===== config.mk =====
export PLATFORM = sky130hd
export DESIGN_NAME = lcs_regs
export DESIGN_NICKNAME = d
export VERILOG_FILES = /design/src/design/lcs_flag.v /design/src/design/lcs_regs.v
export VERILOG_INCLUDE_DIRS = /design/src /design/src/common
export SDC_FILE = /design/constraint.sdc
export NUM_CORES = 1
export LEC_CHECK = 0
export ABC_AREA = 1
export BUFFER_PORTS_ARGS = -buffer_cell sky130_fd_sc_hd__clkbuf_2
export CORE_ASPECT_RATIO = 0.75
export CORE_MARGIN = 2
export CORE_UTILIZATION = 40
export CTS_BUF_LIST = sky130_fd_sc_hd__clkbuf_8
export DETAILED_ROUTE_END_ITERATION = 12
export PLACE_DENSITY = 0.71
export REMOVE_ABC_BUFFERS = 1
export SYNTH_ARGS = -nofsm -noshare
export SYNTH_HDL_FRONTEND = slang
export SYNTH_SLANG_ARGS = --single-unit

===== constraint.sdc =====
create_clock -name core_clk -period 1.1 [get_ports core_clk]
set_input_delay 0.22 -clock core_clk [delete_from_list [all_inputs] [get_ports core_clk]]
set_output_delay 0.22 -clock core_clk [all_outputs]
set_load 0.02 [all_outputs]

===== src/common/lcs_defines.vh =====
// Constants for the link control and status register pair.
// Assumes a 16-bit configuration access port with byte enables.
// Functional notes
// - Bit 6 records common reference clock; selects reported exit latencies.
// - Retrain bit 5 always reads back zero.
// - Retrain bit clears itself after a one is written.
// - Writing one to retrain drives the training machine into Recovery; lcs_regs drops the request while link-off is one.
// - While link-off bit 4 is one, force Recovery then Disabled.
// - Link-off bit reads back the last written value at once.
// - Clearing link-off retrains the link as after reset.
// - Completion boundary bit 3 is fixed zero, meaning 64 byte.
// - Bits 1:0 select power management; code 10 is reserved.
// - Status bit 12 is read-only one: platform reference clock used.
// - Status bit 11 is set while training runs, cleared when done.
// - Status bit 10 set when training fails to reach L0.
// - Status bits 9:4 report negotiated lane count, reset 00h.
// - Status bits 3:0 report link rate; 1h is 2.5 Gb/s.
`ifndef LCS_DEFINES_VH
`define LCS_DEFINES_VH
`define LCS_OFS_CTRL 8'hB0
`define LCS_OFS_STAT 8'hB2
`define LCS_CTRL_RST 16'h0000
`define LCS_STAT_RST 16'h1001
`define LCS_CTRL_WMASK 16'h0073
`define LCS_B_CCLK 6
`define LCS_B_RETRAIN 5
`define LCS_B_LINKOFF 4
`define LCS_B_RDBOUND 3
`define LCS_F_ASPM_HI 1
`define LCS_F_ASPM_LO 0
`define LCS_ASPM_RSVD 2'h2
`define LCS_B_SLOTCLK 12
`define LCS_B_TRAIN 11
`define LCS_B_TERR 10
`define LCS_WIDTH_RST 6'h00
`define LCS_SPEED_RST 4'h1
`define LCS_L0S_LAT_COMMON 3'h2
`define LCS_L0S_LAT_ASYNC 3'h3
`endif


===== src/design/lcs_flag.v =====
// Sticky status flag: hardware set wins over clear.
// Assumes one clock, asynchronous low reset.
`timescale 1ns/1ns
`default_nettype none
module lcs_flag (
  input wire core_clk,
  input wire nrst,
  input wire setIn,
  input wire clrIn,
  output reg flagOut
);
  always @(posedge core_clk or negedge nrst) begin
    if (!nrst) begin
      flagOut <= 1'b0;
    end else if (setIn) begin
      flagOut <= 1'b1;
    end else if (clrIn) begin
      flagOut <= 1'b0;
    end
  end
endmodule
`default_nettype wire


===== src/design/lcs_regs.v =====
// Link control and status registers with training machine steering.
// Assumes the configuration port and training machine share core_clk.
`timescale 1ns/1ns
`default_nettype none
`include "lcs_defines.vh"
module lcs_regs (
  input wire core_clk,
  input wire nrst,
  input wire cfgWr,
  input wire cfgRd,
  input wire [7:0] cfgAddr,
  input wire [1:0] cfgBe,
  input wire [15:0] cfgWdata,
  output reg [15:0] cfgRdata,
  input wire ltssmInL0,
  input wire ltssmTrainDone,
  input wire ltssmTrainFail,
  input wire [5:0] negWidth,
  input wire [3:0] negSpeed,
  input wire negValid,
  output wire retrainReq,
  output wire linkOffReq,
  output wire autoRetrainReq,
  output wire [1:0] aspmCtrl,
  output wire commonClk,
  output wire [2:0] l0sExitLat
);
  reg [15:0] ctrl_reg;
  reg retrainPulse_reg;
  reg autoRetrain_reg;
  reg training_reg;
  reg [5:0] width_reg;
  reg [3:0] speed_reg;
  wire ctrlWr;
  wire [15:0] wmask;
  wire trainErr;
  wire [15:0] statVal;
  wire [1:0] aspmNew;

  assign ctrlWr = cfgWr && (cfgAddr == `LCS_OFS_CTRL);
  // Status writes decode to nothing
  assign wmask = {{8{cfgBe[1]}}, {8{cfgBe[0]}}} & `LCS_CTRL_WMASK;
  assign aspmNew = cfgWdata[`LCS_F_ASPM_HI:`LCS_F_ASPM_LO];

  // Retrain field is never stored, so it reads zero and needs no clearing
  always @(posedge core_clk or negedge nrst) begin
    if (!nrst) begin
      ctrl_reg <= `LCS_CTRL_RST;
    end else if (ctrlWr) begin
      ctrl_reg[`LCS_B_CCLK] <= wmask[`LCS_B_CCLK] ? cfgWdata[`LCS_B_CCLK]
                                                 : ctrl_reg[`LCS_B_CCLK];
      ctrl_reg[`LCS_B_LINKOFF] <= wmask[`LCS_B_LINKOFF] ? cfgWdata[`LCS_B_LINKOFF]
                                                       : ctrl_reg[`LCS_B_LINKOFF];
      // Reserved code is kept out so hardware never sees it
      if (wmask[0] && aspmNew != `LCS_ASPM_RSVD) begin
        ctrl_reg[`LCS_F_ASPM_HI:`LCS_F_ASPM_LO] <= aspmNew;
      end
    end
  end

  // One-cycle request; self clearing
  always @(posedge core_clk or negedge nrst) begin
    if (!nrst) begin
      retrainPulse_reg <= 1'b0;
    end else begin
      retrainPulse_reg <= ctrlWr && wmask[`LCS_B_RETRAIN] && cfgWdata[`LCS_B_RETRAIN];
    end
  end
  assign retrainReq = retrainPulse_reg && !ctrl_reg[`LCS_B_LINKOFF];
  assign linkOffReq = ctrl_reg[`LCS_B_LINKOFF];

  // Falling link-off starts reset-style training
  always @(posedge core_clk or negedge nrst) begin
    if (!nrst) begin
      autoRetrain_reg <= 1'b0;
    end else begin
      autoRetrain_reg <= ctrlWr && wmask[`LCS_B_LINKOFF] && ctrl_reg[`LCS_B_LINKOFF]
                         && !cfgWdata[`LCS_B_LINKOFF];
    end
  end
  assign autoRetrainReq = autoRetrain_reg;

  assign aspmCtrl = ctrl_reg[`LCS_F_ASPM_HI:`LCS_F_ASPM_LO];
  assign commonClk = ctrl_reg[`LCS_B_CCLK];
  assign l0sExitLat = ctrl_reg[`LCS_B_CCLK] ? `LCS_L0S_LAT_COMMON
                                            : `LCS_L0S_LAT_ASYNC;

  // Training in progress from a retrain or auto-retrain request until done or failed
  always @(posedge core_clk or negedge nrst) begin
    if (!nrst) begin
      training_reg <= 1'b0;
    end else if (retrainReq || autoRetrainReq) begin
      training_reg <= 1'b1;
    end else if (ltssmTrainDone || ltssmTrainFail) begin
      training_reg <= 1'b0;
    end
  end

  // Error stays until a later training reaches L0
  lcs_flag errFlag (
    .core_clk(core_clk),
    .nrst(nrst),
    .setIn(ltssmTrainFail && !ltssmInL0),
    .clrIn(ltssmTrainDone && ltssmInL0),
    .flagOut(trainErr)
  );

  always @(posedge core_clk or negedge nrst) begin
    if (!nrst) begin
      width_reg <= `LCS_WIDTH_RST;
      speed_reg <= `LCS_SPEED_RST;
    end else if (negValid) begin
      width_reg <= negWidth;
      speed_reg <= negSpeed;
    end
  end

  assign statVal = {3'h0, 1'b1, training_reg, trainErr, width_reg, speed_reg};

  always @(posedge core_clk or negedge nrst) begin
    if (!nrst) begin
      cfgRdata <= 16'h0000;
    end else if (cfgRd) begin
      if (cfgAddr == `LCS_OFS_CTRL) begin
        // Bits 5, 3 and reserved read zero
        cfgRdata <= {9'h000, ctrl_reg[`LCS_B_CCLK], 1'b0, ctrl_reg[`LCS_B_LINKOFF],
                     1'b0, 1'b0, ctrl_reg[1:0]};
      end else if (cfgAddr == `LCS_OFS_STAT) begin
        cfgRdata <= statVal;
      end else begin
        cfgRdata <= 16'h0000;
      end
    end
  end
endmodule
`default_nettype wire


==> results.json <==
{
  "status": "complete, but fails checks",
  "violations": "negative setup slack",
  "tritoncts": "done",
  "synth_simple_gate_area_share": 0.212,
  "syn-instance-count": 148,
  "cts_buffer_depth": 2,
  "hp-class": "input pin to register",
  "crit_slowest_cell": "dfrtp_1",
  "fin_crit_sh": 1.06,
  "first_pass_iters": 5,
  "n_antenna_cell": 0,
  "yosysMostFrequentCell": "nand2_1",
  "largest_reg_flops": 13,
  "r2r_slack_ps": 140,
  "finalHoldViolCount": 0,
  "rows": 18,
  "arrival_ps": 950,
  "io_pins": 69,
  "syn-cell-area_um2": 1390,
  "antenna_found_initial": 0,
  "synth_edf_count": 0,
  "cts_sinks": 31,
  "finalNetCount": 255,
  "p_per_area_nw_per_um2": 1250,
  "use_met1": 0.195,
  "synth_top_area_cell": "dfrtp_1",
  "dpl.hpwl_um": 2090,
  "io_buffers": 51,
  "start_util": 0.419,
  "die_area_um2": 3960,
  "finalMaxSlewViolations": 0,
  "grt_first_pass_wirelength_um": 4780,
  "synth_mux_area_frac": 0.0325,
  "die_y_um": 55.0,
  "drt_wl_total_um": 2720,
  "drc": 0,
  "worstSetupPathType": "register to output pin",
  "numCtsBuffers": 5,
  "crit_required_ps": 880,
  "critical_path.top_delay_family": "flip-flops",
  "setup_viol": 2,
  "clock.fmax_ghz": 0.857,
  "yosysWarningCount": 0,
  "synth_area_leaders": "dfrtp_1, nand2_1, nand3_1",
  "cp-end-kind": "output pin",
  "synthToLayoutAreaGrowth_pct": 33.3,
  "synth_top_family_by_area": "simple AND/OR/NAND/NOR gates",
  "gr-usage-met2": 0.281,
  "crit_cells": 2,
  "synth_compound_area_frac": 0.0875,
  "min_period_ps": 1170,
  "maxCapViolCount": 0,
  "slowest_delay_ps": 390,
  "routedWlPerCell_um": 10.8,
  "ys_async_sr_fraction": 1.00,
  "coreArea_um2": 3310,
  "vdd_drop_max_mv": 0.494,
  "rr_worst_depth": 6,
  "cp_max_fo": 2,
  "synth_xor_area_frac": 0,
  "reg2reg_from": "linkOffReq$_DFFE_PN0N_",
  "grt_pass1_vias": 1120,
  "cp_num_buf_inv": 2,
  "cts_root_buffer": "clkbuf_8",
  "vias": 1140,
  "rsz0062_at_grt": "yes",
  "setup_ws_ps": -66.6,
  "ys_ff_latch": 31,
  "track_usage": 0.163,
  "dp_cells": 239,
  "synthAdderAreaFrac": 0,
  "holdCritStartpoint": "ltssmInL0",
  "start_kind": "register",
  "synthTopCellsByCount": "nand2_1, dfrtp_1, inv_1, nand3_1",
  "crit_start": "linkOffReq$_DFFE_PN0N_",
  "clk_pin_slew_worst_paths_ps": 60,
  "synthFlopType": "dfrtp_1",
  "min_path_cells": 2,
  "yosysSeqAreaShare": 0.560,
  "postRouteAntennaNets": 0,
  "grt_busiest_layer": "met2",
  "hold_ws_ps": 136,
  "final_core_util": 0.559,
  "gp_congestion": 0.765,
  "die_width_um": 72.0,
  "synth_area_per_cell_um2": 9.38,
  "synth_top_area_share": 0.541,
  "ys_types": 22,
  "stdcell_count": 251,
  "grt_overflow": 0,
  "use_met3": 0.0471,
  "clkLatencyLatePin_ps": 270,
  "h-tree-depth": 2,
  "place_ws_ps": -1.84,
  "reg2reg_to": "linkOffReq$_DFFE_PN0N_",
  "vias_per_cell": 4.54,
  "finClkSkew_ps": 3.03,
  "whs_endpoint": "errFlag.flagOut$_DFFE_PN0P_",
  "drt_iter0_markers": 31,
  "grt_start_max_net_pins": 14,
  "drive_gt1_frac": 0.417,
  "path_cells": "buf_4 > clkbuf_8",
  "cellLeakagePower_uw": 0.00104
}
-- logic make-up (layout without fill, tap and decap cells) --
| group | count (synthesis) | in the layout |
|---|---|---|
| AO/OA/AOI/OAI | 17 | 17 |
| other | 2 | 5 |
| flip-flops | 31 | 31 |
| buffers and inverters | 30 | 90 |
| AND/OR/NAND/NOR | 64 | 64 |
| multiplexers | 4 | 4 |
-- metrics by stage --
stage / instance area, um^2 / total power, uW / setup TNS [ps]
floorplan: 1340 / 1320 / 0
CTS: 1830 / 2340 / -154
finish: 1850 / 2310 / -93.5
global placement: 1700 / 1450 / -0.118
detailed placement: 1700 / 1450 / -1.84
global route: 1850 / 2440 / -201
-- cell type report --
cell class	instances	area, um^2
fillers	319	1460
flip-flops and latches	31	777
multi-input cells	90	482
repair buffers	62	374
clock buffers	6	82.6
inverters	21	78.8
well taps	40	50.0
clock inverters	1	5.00
-- repair_timing --
item	4_1_cts	5_1_grt
gates resized for setup	3	6
pin swaps	1	0
buffers inserted	3	1
hold buffers	1	0
hold endpoints to repair	8	0
setup endpoints to repair	2	3
-- layer usage --
layer | part of all wire | vias to the layer above
li1 | - | 577
met1 | 0.46 | 529
met2 | 0.48 | 32
met3 | 0.053 | 2
met4 | 0.0099 | 0
met5 | 0 | -
-- how the worst max path moves through the flow --
stage                                     to  slack, ps
floorplan           training_reg$_DFFE_PN0P_         50
global placement       commonClk$_DFFE_PN0N_       -0.1
detailed placement     commonClk$_DFFE_PN0N_         -2
CTS                               retrainReq        -90
global route                      linkOffReq       -100
finish                            linkOffReq        -70
-- cells in the final DEF, fill, tap and decap left out, types with 2 or more instances in the layout --
cell / n
nand2_1: 34
buf_6: 2
nand3_1: 16
clkbuf_8: 7
clkbuf_2: 48
inv_1: 20
o21ai_2: 8
conb_1: 5
o21ai_0: 6
dfrtp_1: 30
nor2_2: 2
buf_4: 9
nor2_1: 7
mux2_2: 4
-- where the power goes --
group / total (uW) / internal, uW / switching, uW
Clock: 872 / 490 / 382
Combinational: 236 / 100 / 136
Sequential: 1200 / 1190 / 18.5
Power figures use the tool's default switching activity.
